--- src/asq_pkg.sv ---
// constants, carriers and decode functions for the converter sequencer
// What this block does
// - clock-select field picks bit period: osc/2, osc/8, osc/32 or private RC clock
// - channel-select field routes channel 0..3 to the sample-and-hold
// - with converter on, writing go=1 starts a conversion; go reads 1 while busy
// - hardware clears go when the conversion finishes, for software polling
// - converter-on bit powers the module; cleared means fully shut down
// - pin config sets analog/digital pins; 001, 011, 101 take external reference
// - pin config resets to 000: all pins analog, supply reference
// - reading a pin configured as analog returns zero
// - on completion load result, clear go, set done flag in one cycle
// - eight-bit result by successive approximation of the sample-and-hold output
// - after a conversion wait two bit periods with the capacitor disconnected
// - writing pin config may set pin-change and external-interrupt flags
// - unimplemented bits above the pin config field read as zero
// - holding capacitor is never discharged between conversions
// - conversion continues while the processor sleeps only with the RC clock; with a divider clock sleep aborts it
// - with the RC clock, start waits one instruction cycle after go
// - one conversion lasts nine and a half bit periods
// - clearing go aborts, keeps result, waits two periods, then re-acquires
package asq_pkg;

   localparam int          ADDR_W = 12;
   localparam logic [11:0] IDX_RESULT = 12'h01E;
   localparam logic [11:0] IDX_CTRL   = 12'h01F;
   localparam logic [11:0] IDX_STATUS = 12'h020;
   localparam logic [11:0] IDX_PORT   = 12'h021;
   localparam logic [11:0] IDX_PIN_ANALOG_CONFIG   = 12'h09F;
   localparam logic [11:0] ADDR_RESULT = {IDX_RESULT[9:0], 2'h0};
   localparam logic [11:0] ADDR_CTRL   = {IDX_CTRL[9:0], 2'h0};
   localparam logic [11:0] ADDR_STATUS = {IDX_STATUS[9:0], 2'h0};
   localparam logic [11:0] ADDR_PORT   = {IDX_PORT[9:0], 2'h0};
   localparam logic [11:0] ADDR_PIN_ANALOG_CONFIG   = {IDX_PIN_ANALOG_CONFIG[9:0], 2'h0};

   localparam logic [1:0] CLK_DIV2  = 2'h0;
   localparam logic [1:0] CLK_DIV8  = 2'h1;
   localparam logic [1:0] CLK_DIV32 = 2'h2;
   localparam logic [1:0] CLK_RC    = 2'h3;
   // half bit period in oscillator cycles
   localparam logic [4:0] HALF_DIV2  = 5'h01;
   localparam logic [4:0] HALF_DIV8  = 5'h04;
   localparam logic [4:0] HALF_DIV32 = 5'h10;

   localparam logic [4:0] SETUP_HALF_TICKS = 5'h03;
   localparam logic [4:0] CONV_HALF_TICKS  = 5'h13;
   localparam logic [4:0] HOLD_HALF_TICKS  = 5'h04;
   localparam logic [4:0] INSTR_OSC_CYCLES = 5'h04;
   localparam logic [7:0] SAR_MSB = 8'h80;
   localparam logic [7:0] SAR_LSB = 8'h01;

   localparam logic [7:0] CTRL_RESET = 8'h00;
   localparam logic [2:0] PIN_ANALOG_CONFIG_RESET = 3'h0;
   localparam int         GO_BIT     = 2;
   localparam int         ST_DONE    = 0;
   localparam int         ST_PINCHG  = 1;
   localparam int         ST_EXTIRQ  = 2;

   typedef struct packed {
      logic [1:0] conv_clock_select;
      logic       rsv5;
      logic [1:0] input_channel_select;
      logic       go;
      logic       rsv1;
      logic       converter_on;
   } asq_ctrl_s;

   typedef struct packed {
      logic       power_en;
      logic       hold_connect;
      logic [1:0] channel;
      logic       vref_external;
      logic [7:0] dac_code;
   } asq_afe_s;

   typedef enum logic [2:0] {
      ST_IDLE    = 3'h0,
      ST_DELAY   = 3'h1,
      ST_SETUP   = 3'h3,
      ST_CONVERT = 3'h2,
      ST_HOLDOFF = 3'h6
   } asq_state_e;

   // bit i set: pin of channel i is analog (the reference pin counts as analog)
   function automatic logic [3:0] pin_analog_config_analog_mask(input logic [2:0] cfg);
      logic [3:0] m;
      m = 4'hF;
      case (cfg[2:1])
         2'h0: m = 4'hF;
         2'h1: m = 4'h7;
         2'h2: m = 4'h3;
         default: m = cfg[0] ? 4'h0 : 4'h1;
      endcase
      return m;
   endfunction

   function automatic logic pin_analog_config_vref_ext(input logic [2:0] cfg);
      return cfg[0] & (cfg != 3'h7);
   endfunction

endpackage

--- src/asq_tad_tick.sv ---
// half bit-period tick from the oscillator divider or the private RC clock
`timescale 1ns/10ps
module asq_tad_tick
   import asq_pkg::*;
(
   input  wire logic       pclk,
   input  wire logic       presetn,
   input  wire logic       enable,
   input  wire logic [1:0] clk_sel,
   input  wire logic       rc_clk_pin,
   output logic            half_tick
);
   logic       rc_s1_reg, rc_s2_reg, rc_s3_reg;
   logic [4:0] div_reg, div_next, limit;

   always_comb
   begin
      unique case (clk_sel)
         CLK_DIV2:  limit = HALF_DIV2;
         CLK_DIV8:  limit = HALF_DIV8;
         CLK_DIV32: limit = HALF_DIV32;
         CLK_RC:    limit = HALF_DIV2;
      endcase
      // each RC edge is half a bit period, so both edges tick
      if (clk_sel == CLK_RC)
         half_tick = enable & (rc_s2_reg ^ rc_s3_reg);
      else
         half_tick = enable & (div_reg == limit - 5'h01);
      if (!enable || clk_sel == CLK_RC || half_tick)
         div_next = 5'h00;
      else
         div_next = div_reg + 5'h01;
   end

   always_ff @(posedge pclk or negedge presetn)
   begin
      if (!presetn)
      begin
         rc_s1_reg <= 1'b0;
         rc_s2_reg <= 1'b0;
         rc_s3_reg <= 1'b0;
         div_reg   <= 5'h00;
      end
      else
      begin
         rc_s1_reg <= rc_clk_pin;
         rc_s2_reg <= rc_s1_reg;
         rc_s3_reg <= rc_s2_reg;
         div_reg   <= div_next;
      end
   end
endmodule

--- src/asq_sar.sv ---
// successive approximation register: one decision per step, MSB first
`timescale 1ns/10ps
module asq_sar
   import asq_pkg::*;
(
   input  wire logic       pclk,
   input  wire logic       presetn,
   input  wire logic       start,
   input  wire logic       step,
   input  wire logic       cmp_above,
   output logic [7:0]      dac_code,
   output logic            last,
   output logic [7:0]      code_final
);
   logic [7:0] trial_reg, trial_next, mask_reg, mask_next;

   always_comb
   begin
      // keep the trial bit only while the held input is at or above the trial level
      code_final = cmp_above ? trial_reg : (trial_reg & ~mask_reg);
      last       = (mask_reg == SAR_LSB);
      trial_next = trial_reg;
      mask_next  = mask_reg;
      if (start)
      begin
         trial_next = SAR_MSB;
         mask_next  = SAR_MSB;
      end
      else if (step && !last)
      begin
         mask_next  = mask_reg >> 1;
         trial_next = code_final | (mask_reg >> 1);
      end
   end

   always_ff @(posedge pclk or negedge presetn)
   begin
      if (!presetn)
      begin
         trial_reg <= 8'h00;
         mask_reg  <= 8'h00;
      end
      else
      begin
         trial_reg <= trial_next;
         mask_reg  <= mask_next;
      end
   end

   assign dac_code = trial_reg;
endmodule

--- src/asq_adc_control.sv ---
// converter sequencer top: APB registers, conversion state machine, pin gating
//
// The APB slave port was chosen for this implementation.
`timescale 1ns/10ps
module asq_adc_control
   import asq_pkg::*;
(
   input  wire logic              pclk,
   input  wire logic              presetn,
   input  wire logic              psel,
   input  wire logic              penable,
   input  wire logic              pwrite,
   input  wire logic [ADDR_W-1:0] paddr,
   input  wire logic [31:0]       pwdata,
   output logic [31:0]            prdata,
   output logic                   pready,
   output logic                   pslverr,
   input  wire logic              rc_clk_pin,
   input  wire logic              cmp_above_pin,
   input  wire logic [3:0]        gpio_pin_in,
   input  wire logic              cpu_sleep,
   output asq_afe_s               afe,
   output logic [3:0]             pin_analog_mask,
   output logic                   conversion_done_flag,
   output logic                   pin_change_flag,
   output logic                   external_irq_flag
);
   asq_ctrl_s  ctrl_reg, ctrl_next, wr_ctrl_val;
   asq_state_e state_reg, state_next;
   logic [2:0] pin_analog_config_reg, pin_analog_config_next;
   logic [7:0] result_reg, result_next;
   logic [4:0] cnt_reg, cnt_next;
   logic       done_reg, done_next;
   logic       pinchg_reg, pinchg_next;
   logic       extirq_reg, extirq_next;
   logic [31:0] prdata_reg, prdata_next;
   logic       slverr_reg, slverr_next;
   logic       cmp_s1_reg;
   logic [3:0] gpio_s1_reg, gpio_s2_reg;
   logic       wr_en, setup, wr_ctrl, wr_pin_analog_config, wr_result, wr_status;
   logic       rd_hit;
   logic [7:0] rd_val;
   logic [3:0] port_read;
   logic       sleep_off, busy, tick_en, half_tick, sar_start, sar_step;
   logic       sar_last;
   logic [7:0] sar_code, sar_dac;

   // pins from outside pass two flops before use; the comparator settles within one
   // pclk of a dac change, so one capture flop keeps a decision every second cycle
   always_ff @(posedge pclk or negedge presetn)
   begin
      if (!presetn)
      begin
         cmp_s1_reg  <= 1'b0;
         gpio_s1_reg <= 4'h0;
         gpio_s2_reg <= 4'h0;
      end
      else
      begin
         cmp_s1_reg  <= cmp_above_pin;
         gpio_s1_reg <= gpio_pin_in;
         gpio_s2_reg <= gpio_s1_reg;
      end
   end

   assign setup     = psel & ~penable;
   assign wr_en     = psel & penable & pwrite;
   assign wr_ctrl   = wr_en & (paddr == ADDR_CTRL);
   assign wr_pin_analog_config   = wr_en & (paddr == ADDR_PIN_ANALOG_CONFIG);
   assign wr_result = wr_en & (paddr == ADDR_RESULT);
   assign wr_status = wr_en & (paddr == ADDR_STATUS);
   assign wr_ctrl_val = asq_ctrl_s'(pwdata[7:0]);
   assign pready    = 1'b1;
   assign prdata    = prdata_reg;
   assign pslverr   = slverr_reg;

   assign pin_analog_mask = pin_analog_config_analog_mask(pin_analog_config_reg);
   assign port_read       = gpio_s2_reg & ~pin_analog_mask;
   // a non-RC clock stops in sleep, so the module is off though the on bit stays
   assign sleep_off = cpu_sleep & (ctrl_reg.conv_clock_select != CLK_RC);
   assign busy      = (state_reg == ST_DELAY) | (state_reg == ST_SETUP) |
                      (state_reg == ST_CONVERT);
   assign tick_en   = (state_reg != ST_IDLE) & (state_reg != ST_DELAY);
   assign sar_step  = (state_reg == ST_CONVERT) & half_tick & ~cnt_reg[0];

   // read decode; data is captured in the setup cycle
   always_comb
   begin
      rd_hit = 1'b1;
      rd_val = 8'h00;
      unique case (paddr)
         ADDR_CTRL:   rd_val = ctrl_reg;
         ADDR_PIN_ANALOG_CONFIG:   rd_val = {5'h00, pin_analog_config_reg};
         ADDR_RESULT: rd_val = result_reg;
         ADDR_STATUS: rd_val = {5'h00, extirq_reg, pinchg_reg, done_reg};
         ADDR_PORT:   rd_val = {4'h0, port_read};
         default:     rd_hit = 1'b0;
      endcase
      prdata_next = prdata_reg;
      slverr_next = slverr_reg;
      if (setup)
      begin
         prdata_next = {24'h000000, rd_val};
         slverr_next = ~rd_hit;
      end
   end

   always_ff @(posedge pclk or negedge presetn)
   begin
      if (!presetn)
      begin
         prdata_reg <= 32'h00000000;
         slverr_reg <= 1'b0;
      end
      else
      begin
         prdata_reg <= prdata_next;
         slverr_reg <= slverr_next;
      end
   end

   // conversion sequencing and register updates
   always_comb
   begin
      ctrl_next   = ctrl_reg;
      pin_analog_config_next   = pin_analog_config_reg;
      result_next = result_reg;
      done_next   = done_reg;
      pinchg_next = pinchg_reg;
      extirq_next = extirq_reg;
      state_next  = state_reg;
      cnt_next    = cnt_reg;
      sar_start   = 1'b0;

      if (wr_ctrl)
      begin
         ctrl_next    = wr_ctrl_val;
         ctrl_next.go = ctrl_reg.go;
      end
      if (wr_result)
         result_next = pwdata[7:0];
      if (wr_status)
      begin
         done_next   = done_reg & pwdata[ST_DONE];
         pinchg_next = pinchg_reg & pwdata[ST_PINCHG];
         extirq_next = extirq_reg & pwdata[ST_EXTIRQ];
      end
      if (wr_pin_analog_config)
      begin
         pin_analog_config_next = pwdata[2:0];
         // a change of pin modes can glitch the pin inputs seen by the core
         if (pin_analog_config_analog_mask(pwdata[2:0]) != pin_analog_mask)
         begin
            pinchg_next = 1'b1;
            extirq_next = 1'b1;
         end
      end

      unique case (state_reg)
         ST_IDLE:
         begin
            // the on bit must already be set before this write
            if (wr_ctrl && wr_ctrl_val.go && ctrl_reg.converter_on && !sleep_off)
            begin
               ctrl_next.go = 1'b1;
               cnt_next     = 5'h00;
               if (wr_ctrl_val.conv_clock_select == CLK_RC)
                  state_next = ST_DELAY;
               else
                  state_next = ST_SETUP;
            end
         end
         ST_DELAY:
         begin
            cnt_next = cnt_reg + 5'h01;
            if (cnt_reg == INSTR_OSC_CYCLES - 5'h01)
            begin
               cnt_next   = 5'h00;
               state_next = ST_SETUP;
            end
         end
         ST_SETUP:
         begin
            if (half_tick)
            begin
               cnt_next = cnt_reg + 5'h01;
               if (cnt_reg == SETUP_HALF_TICKS - 5'h01)
               begin
                  sar_start  = 1'b1;
                  state_next = ST_CONVERT;
               end
            end
         end
         ST_CONVERT:
         begin
            if (half_tick)
               cnt_next = cnt_reg + 5'h01;
            if (sar_step && sar_last)
            begin
               result_next  = sar_code;
               ctrl_next.go = 1'b0;
               done_next    = 1'b1;
               cnt_next     = 5'h00;
               state_next   = ST_HOLDOFF;
            end
         end
         ST_HOLDOFF:
         begin
            if (half_tick)
            begin
               cnt_next = cnt_reg + 5'h01;
               if (cnt_reg == HOLD_HALF_TICKS - 5'h01)
               begin
                  cnt_next   = 5'h00;
                  state_next = ST_IDLE;
               end
            end
         end
      endcase

      // abort paths; the result register is left as it was, except that clearing the on bit at the last step still loads it
      if (busy)
      begin
         if (wr_ctrl && !wr_ctrl_val.converter_on)
         begin
            ctrl_next.go = 1'b0;
            cnt_next     = 5'h00;
            state_next   = ST_IDLE;
         end
         else if ((wr_ctrl && !wr_ctrl_val.go) || sleep_off)
         begin
            ctrl_next.go = 1'b0;
            result_next  = wr_result ? pwdata[7:0] : result_reg;
            done_next    = wr_status ? (done_reg & pwdata[ST_DONE]) : done_reg;
            cnt_next     = 5'h00;
            state_next   = ST_HOLDOFF;
         end
      end
      else if (state_reg == ST_HOLDOFF && wr_ctrl && !wr_ctrl_val.converter_on)
      begin
         cnt_next   = 5'h00;
         state_next = ST_IDLE;
      end
   end

   always_ff @(posedge pclk or negedge presetn)
   begin
      if (!presetn)
      begin
         ctrl_reg   <= asq_ctrl_s'(CTRL_RESET);
         pin_analog_config_reg   <= PIN_ANALOG_CONFIG_RESET;
         result_reg <= 8'h00;
         done_reg   <= 1'b0;
         pinchg_reg <= 1'b0;
         extirq_reg <= 1'b0;
         state_reg  <= ST_IDLE;
         cnt_reg    <= 5'h00;
      end
      else
      begin
         ctrl_reg   <= ctrl_next;
         pin_analog_config_reg   <= pin_analog_config_next;
         result_reg <= result_next;
         done_reg   <= done_next;
         pinchg_reg <= pinchg_next;
         extirq_reg <= extirq_next;
         state_reg  <= state_next;
         cnt_reg    <= cnt_next;
      end
   end

   asq_tad_tick u_tick (
      .pclk       (pclk),
      .presetn    (presetn),
      .enable     (tick_en),
      .clk_sel    (ctrl_reg.conv_clock_select),
      .rc_clk_pin (rc_clk_pin),
      .half_tick  (half_tick)
   );

   asq_sar u_sar (
      .pclk       (pclk),
      .presetn    (presetn),
      .start      (sar_start),
      .step       (sar_step),
      .cmp_above  (cmp_s1_reg),
      .dac_code   (sar_dac),
      .last       (sar_last),
      .code_final (sar_code)
   );

   // front end: the sample switch is open from setup through the hold-off;
   // there is no discharge path, the capacitor keeps its charge between runs
   always_comb
   begin
      afe.power_en      = ctrl_reg.converter_on & ~sleep_off;
      afe.hold_connect  = afe.power_en &
                          ((state_reg == ST_IDLE) | (state_reg == ST_DELAY));
      afe.channel       = ctrl_reg.input_channel_select;
      afe.vref_external = pin_analog_config_vref_ext(pin_analog_config_reg);
      afe.dac_code      = sar_dac;
   end

   assign conversion_done_flag = done_reg;
   assign pin_change_flag      = pinchg_reg;
   assign external_irq_flag    = extirq_reg;

   a_go_needs_on: assert property (@(posedge pclk) disable iff (!presetn)
      (state_reg == ST_IDLE && wr_ctrl && !ctrl_reg.converter_on)
      |=> (state_reg == ST_IDLE && !ctrl_reg.go && $stable(result_reg)))
      else $error("go accepted while converter off");

   a_done_together: assert property (@(posedge pclk) disable iff (!presetn)
      (sar_step && sar_last && state_reg == ST_CONVERT && !wr_ctrl && !sleep_off)
      |=> (done_reg && !ctrl_reg.go && result_reg == $past(sar_code)))
      else $error("completion effects not simultaneous");

   a_abort_keeps: assert property (@(posedge pclk) disable iff (!presetn)
      (busy && wr_ctrl && wr_ctrl_val.converter_on && !wr_ctrl_val.go && !wr_result)
      |=> (state_reg == ST_HOLDOFF && $stable(result_reg) && !ctrl_reg.go))
      else $error("abort changed result or missed hold-off");

   a_holdoff_open: assert property (@(posedge pclk) disable iff (!presetn)
      (state_reg == ST_HOLDOFF || state_reg == ST_CONVERT) |-> !afe.hold_connect)
      else $error("capacitor connected during conversion or hold-off");

   a_rc_delay: assert property (@(posedge pclk) disable iff (!presetn)
      (state_reg == ST_IDLE && $rose(ctrl_reg.go) == 1'b0 && wr_ctrl && wr_ctrl_val.go
       && ctrl_reg.converter_on && !sleep_off && wr_ctrl_val.conv_clock_select == CLK_RC)
      |=> (state_reg == ST_DELAY && ctrl_reg.go) [*4] ##1 (state_reg != ST_DELAY))
      else $error("RC start delay not one instruction cycle");

   a_conv_length: assert property (@(posedge pclk) disable iff (!presetn)
      (sar_step && sar_last) |-> (cnt_reg == CONV_HALF_TICKS - 5'h01))
      else $error("conversion not nine and a half bit periods");

   a_off_no_power: assert property (@(posedge pclk) disable iff (!presetn)
      !ctrl_reg.converter_on |-> (!afe.power_en && !busy ##1 !busy))
      else $error("module active while converter off");

   a_analog_pins_zero: assert property (@(posedge pclk) disable iff (!presetn)
      (setup && paddr == ADDR_PORT) |=> ((prdata[3:0] & $past(pin_analog_mask)) == 4'h0))
      else $error("analog pin read as one");

   a_pin_analog_config_upper_zero: assert property (@(posedge pclk) disable iff (!presetn)
      (setup && paddr == ADDR_PIN_ANALOG_CONFIG) |=> (prdata[31:3] == 29'h00000000))
      else $error("unimplemented pin config bits read nonzero");

   a_vref_route: assert property (@(posedge pclk) disable iff (!presetn)
      afe.vref_external == (pin_analog_config_reg == 3'h1 || pin_analog_config_reg == 3'h3 || pin_analog_config_reg == 3'h5))
      else $error("reference source mismatch");

   a_go_reads_busy: assert property (@(posedge pclk) disable iff (!presetn)
      (state_reg == ST_SETUP || state_reg == ST_CONVERT) |-> ctrl_reg.go)
      else $error("go flag low during conversion");
endmodule

--- config.mk ---
export PLATFORM = sky130hd
export DESIGN_NAME = asq_adc_control
export DESIGN_NICKNAME = d
export VERILOG_FILES = /design/src/asq_pkg.sv /design/src/asq_tad_tick.sv /design/src/asq_sar.sv /design/src/asq_adc_control.sv
export SDC_FILE = /design/constraint.sdc
export NUM_CORES = 1
export LEC_CHECK = 0
export BUFFER_PORTS_ARGS = -buffer_cell sky130_fd_sc_hd__buf_2
export CORE_ASPECT_RATIO = 1.25
export CORE_MARGIN = 8
export CORE_UTILIZATION = 57
export DETAILED_ROUTE_END_ITERATION = 10
export PLACE_DENSITY = 0.86
export SYNTH_ARGS = -nofsm -noshare
export SYNTH_HDL_FRONTEND = slang
export SYNTH_SLANG_ARGS = --single-unit
--- constraint.sdc ---
create_clock -name pclk -period 4.9 [get_ports pclk]
set_input_delay 0.98 -clock pclk [delete_from_list [all_inputs] [get_ports pclk]]
set_output_delay 0.98 -clock pclk [all_outputs]
set_load 0.1 [all_outputs]
**Word-level counts from Yosys, hierarchy flattened**

Cells that the tools add are included.

- Output and inout bits: 54
- Register bits: 72

- Reductions and logical operators: 25
- Equal/unequal tests: 25
- Add/subtract/negate cells: 3
- Mux-type cells: 65
- Bitwise gates (word level): 32

Operators by type and width:

| operator | number |
|---|---|
| 8-bit 2-to-1 mux | 11 |
| 5-bit 2-to-1 mux | 10 |
| 8-bit case mux with 5 select lines | 1 |
| 3-bit 2-to-1 mux | 11 |
| 5-bit case mux with 5 select lines | 1 |
| 12-bit by 7-bit == test with 1-bit output, second input constant | 2 |
| 12-bit by 8-bit == test with 1-bit output, second input constant | 2 |
| 1-bit 2-to-1 mux | 24 |
| 4-bit case mux with 3 select lines | 2 |
| 1-bit AND | 19 |
| 3-bit case mux with 5 select lines | 1 |
| 5-bit case mux with 3 select lines | 1 |
| 12-bit by 10-bit == test with 1-bit output, second input constant | 1 |
| 5-bit by 1-bit adder with 5-bit output, second input constant | 2 |
| 2-bit == test, second input constant | 5 |
| 5-bit by 2-bit == test with 1-bit output, second input constant | 2 |
| 1-bit logical AND | 9 |
| 8-bit AND | 1 |
| 8-bit by 1-bit == test with 1-bit output, second input constant | 1 |
| 8-bit inverter | 1 |
| 8-bit by 7-bit bitwise OR with 8-bit output | 1 |
| 2-bit by 1-bit == test with 1-bit output, second input constant | 3 |
| 3-bit by 2-bit == test with 1-bit output, second input constant | 2 |
| 2-bit logical NOT | 3 |
| other kinds (23) | 34 |

**Logic depth before layout (Yosys ltp)**

- Word-level depth: 15
- Gate-level depth with buffers: 9
- Gate-level depth less buffers: 8

**Cells and area by module**

A second synthesis with hierarchy kept.

- Cell total of the unflattened synthesis: 431
- Area, all modules: 4147.7 um^2

Modules (own cells, without submodules):

| module | area each (um^2) | times used | cells an instance |
|---|---|---|---|
| asq_adc_control | 2970.3 | 1 | 323 |
| asq_sar | 763.2 | 1 | 72 |
| asq_tad_tick | 414.1 | 1 | 36 |

**Worst setup path before layout**

Ideal clock, no wire load.

- Path kind: reg2out
- From: reg pin_analog_config_reg[1]
- To: out afe[8] in the netlist's numbering
- Buffers on the path: 1
- Cell stages (with the launch flop): 3
- Arrival time: 2.035 ns
- Data required time: 3.920 ns
- Setup slack: 1.885 ns
- Cell sequence: dfrtp_1 -> clkbuf_1 -> a21oi_1

RTL lines:

| item | line | RTL |
|---|---|---|
| start, declared | asq_adc_control.sv:30 | `logic [2:0] pin_analog_config_reg, pin_analog_config_next;` |
| start signal, assigned | asq_adc_control.sv:262 | `pin_analog_config_reg <= pin_analog_config_next;` |
| end, declared | asq_adc_control.sv:22 | `output asq_afe_s afe,` |

**Worst setup path in the final report**

- From: reg ctrl_reg[6] in the netlist's numbering
- To: reg u_sar.trial_reg[5] (netlist: u_sar.dac_code[5])

- Cells in the longest elaborated chain, start to end: 11
- Elaborated cells on any way between the ends: 17
- Those cells by class: add/sub: 1; eq/ne: 4; mux: 5; bitwise: 3; reduce/logical: 4

RTL lines:

| item | line | RTL |
|---|---|---|
| start, declared | asq_adc_control.sv:28 | `asq_ctrl_s ctrl_reg, ctrl_next, wr_ctrl_val;` |
| start signal, assigned | asq_adc_control.sv:250 | `ctrl_reg <= asq_ctrl_s'(CTRL_RESET);` |
| start signal, assigned | asq_adc_control.sv:261 | `ctrl_reg <= ctrl_next;` |
| 2-bit == test / 2-bit logical NOT (equally long branches) | asq_tad_tick.sv:18, asq_tad_tick.sv:25 |  |
| 2-bit OR reduction (no source line) | -- |  |
| 5-bit case mux with 3 select lines | asq_tad_tick.sv:18 | `unique case (clk_sel)` |
| 5-bit by 1-bit subtractor with 5-bit output | asq_tad_tick.sv:28 | `half_tick = enable & (div_reg == limit - 5'h01);` |
| 5-bit == test | asq_tad_tick.sv:28 |  |
| 1-bit AND | asq_tad_tick.sv:28 |  |
| 1-bit 2-to-1 mux * | asq_tad_tick.sv:25 | `if (clk_sel == CLK_RC)` |
| 1-bit AND (2 in series) | asq_adc_control.sv:84 | `assign sar_step = (state_reg == ST_CONVERT) & half_tick & ~cnt_reg[0];` |
| 1-bit logical AND | asq_sar.sv:29 | `else if (step && !last)` |
| 2-bit nonzero test (no source line) | -- |  |
| end signal, assigned | asq_sar.sv:45 | `trial_reg <= trial_next;` |
| end, declared | asq_sar.sv:15 | `logic [7:0] trial_reg, trial_next, mask_reg, mask_next;` |

Every way passes the cells marked *; elsewhere a longest branch is shown, timed or not. The select of a mux whose other input is x is not followed.
A chain may end at the register's enable or synchronous reset.

==> qor.yml <==
p_int_uw: 860
gp_congestion: 0.920
rsz0062_at_grt: "false"
htreeDepth: 3
die_area_um2: 10100
crit_slowest_cell: "nor3_2"
drive_gt1_share_pct: 20.8
start_util_pct: 58.8
period_needed_ns: 3.10
crit_buf_inv: 1
antenna_found_initial: 0
p_total_uw: 1280
pwr-share-comb_pct: 14.0
grt_max_degree: 48
r2r_start: "ctrl_reg[6]"
hp-class: "flip-flop to flip-flop"
grt_pass1_vias: 3293
fin_skew_ns: 0.0117
cts_setup_buffers: 0
hold_buffers: 0
min_to: "u_tick.rc_s2_reg"
r2r_setup_slack_ns: 1.80
crit_path_start_kind: "flip-flop"
fin_crit_sh_pct: 63.3
powerDensity_nw_per_um2: 286
die_h_um: 111
reg2reg_depth: 8
grt_use_met2_pct: 32.5
arrival_ns: 3.28
fmax_ghz: 0.322
p_leak_uw: 0.00208
synth_edf_count: 0
crit_required_ns: 5.08
finalSetupTns_ns: 0
irDropWorstVdd_v: 0.000209
antenna_left: 0
relSlewSlack_pct: 29.9
use_met3_pct: 3.32
synth_ff_type: "dfrtp_1"
utilization_pct: 64.5
crit_chain: "inv_1, ha_1, and3b_1, a21oi_1, o21bai_1, nand3_1, nor3_2, a21oi_1"
reg2reg_to: "u_sar.dac_code[5]"
drtPass1Iterations: 5
whs_path_depth: 0
drt_drc_violations_left: 0
syn_area_um2: 4080
postSynthCellCount: 435
synth_top_area_share_pct: 44.2
layout.nets: 543
rows: 34
synth.distinct_cells: 58
dr_total_vias: 3396
cts_tree: "yes"
path_max_fanout: 16
numCtsBuffers: 9
busiest_layer: "met2"
hold_viol: 0
async_flop_share_pct: 100
setup-violations-final: 0
core_um2: 6930
clockBufferDepth: 2
cap_violations: 0
clk-insertion-delay-late_ns: 0.35
grt_first_pass_wirelength_um: 16200
ctsResizeCount: 0
max_slew.worst_pin.slew_ns: 1.04
cts_sinks: 72
power_frac_clock_pct: 35.6
drt-vias-per-instance: 5.90
hp-start: "u_tick.rc_s1_reg"
final_cell_mix: "dfrtp_1, buf_2, nand2_1"
diodes: 0
root_buffer: "clkbuf_8"
seqPwrFrac_pct: 50.4
synth.area.top_cells: "dfrtp_1, mux2i_1, buf_4"
drt-initial-drc-count: 352
use_met1_pct: 23.6
io_pins: 110
switching_share_pct: 32.9
slowest_delay_ns: 0.85
cp_common_cell: "a21oi_1"
endpoint_kind: "flip-flop"
ys_ff_latch: 72
path_class: "flip-flop to flip-flop"
crit_family: "simple AND/OR/NAND/NOR gates"
routed_wl_um: 10000
die_x_um: 91.7
path_clk_slew_ns: 0.08
numPortBuffers: 60
grt_usage_pct: 19.4
synth-seq-area-share_pct: 44.2
hpwlAfterDp_um: 7290
layout_commonest_cell: "dfrtp_1"
status: "finished clean"
syn_to_final_growth_pct: 9.63
p_switching_uw: 421
report.final.slew_viol_count: 0
overflow: 0
ys.warnings.count: 0
synth_area_per_cell_um2: 9.38
wl_per_cell_um: 17.4
synth_area_leader_cell: "dfrtp_1"
[area by class of cell]
class | instances | area [um2]
multi-input combinational | 323 | 2010
inverter | 14 | 52.6
timing repair buffer | 61 | 308
sequential | 72 | 1800
clock buffer | 10 | 138
tap | 90 | 113
fill | 568 | 2460
clock inverter | 6 | 51.3
[cell usage after synthesis, types with 4 or more instances]
cell,instances
xor2_1,5
nor2_1,27
nand2_1,45
nand3_1,14
nor3_2,4
inv_1,14
nor3_1,7
nand4_1,7
and3_1,9
a31oi_1,4
or3_1,4
o21ai_0,32
buf_4,27
ha_1,6
mux2i_1,22
dfrtp_1,72
nand2b_1,17
and4_1,4
a21oi_1,29
clkbuf_1,16
mux2_2,9
[routing by layer]
layer / share of wire, % / vias up / wire length (um)
met5: 0 / - / 0
met4: 1.5 / 0 / 153
met3: 7.0 / 16 / 702
met2: 51 / 164 / 5120
met1: 40 / 1638 / 4040
li1: - / 1578 / -
[worst max-delay path by stage]
stage | cells after the start | slack, ns | startpoint | to
6_report | 8 | 1.80 | ctrl_reg[6] | u_sar.dac_code[5]
5_1_grt | 8 | 1.50 | ctrl_reg[6] | u_sar.dac_code[5]
4_1_cts | 8 | 1.84 | ctrl_reg[6] | u_sar.dac_code[5]
3_5_place_dp | 7 | 1.59 | paddr[1] | state_reg[2]
3_3_place_gp | 7 | 1.66 | paddr[1] | state_reg[2]
2_1_floorplan | 2 | 1.89 | pin_analog_config_reg[1] | afe[8]
[through the flow]
stage / area [um2] / cells / hold slack [ns] / setup WS (ns)
detailed placement: 4280 / 560 / 0.335 / 1.59
global route: 4470 / 576 / 0.364 / 1.50
global placement: 4280 / 560 / 0.335 / 1.66
floorplan: 4170 / 458 / 0.331 / 1.89
finish: 4470 / 576 / 0.352 / 1.80
CTS: 4470 / 576 / 0.352 / 1.84
[power groups by stage]
stage	Combinational (uW)	Clock (uW)	Sequential, uW
detailed placement	177	0	655
global route	194	485	650
floorplan	167	0	638
global placement	173	0	653
finish	180	456	645
CTS	178	459	644
[logic make-up (layout without fill, tap and decap cells)]
kind of cell / Yosys count / in the layout / synth area share [%]
adders and majority gates: 6 / 6 / 1.84
DFF: 72 / 72 / 44.2
and+or+nand+nor: 156 / 156 / 20.2
muxes: 31 / 31 / 7.88
xor gates and xnor gates: 8 / 8 / 1.72
other: 2 / 25 / 0.184
AOI/OAI and AO/OA: 97 / 97 / 15.3
buffers and inverters: 63 / 91 / 8.71
[worst reg2reg max path, cell delays in order (launching register included)]
cell and delay, ns:
dfrtp_1 0.38, inv_1 0.08, ha_1 0.32, and3b_1 0.22, a21oi_1 0.07, o21bai_1 0.54
nand3_1 0.36, nor3_2 0.85, a21oi_1 0.12
Power figures use the tool's default switching activity.
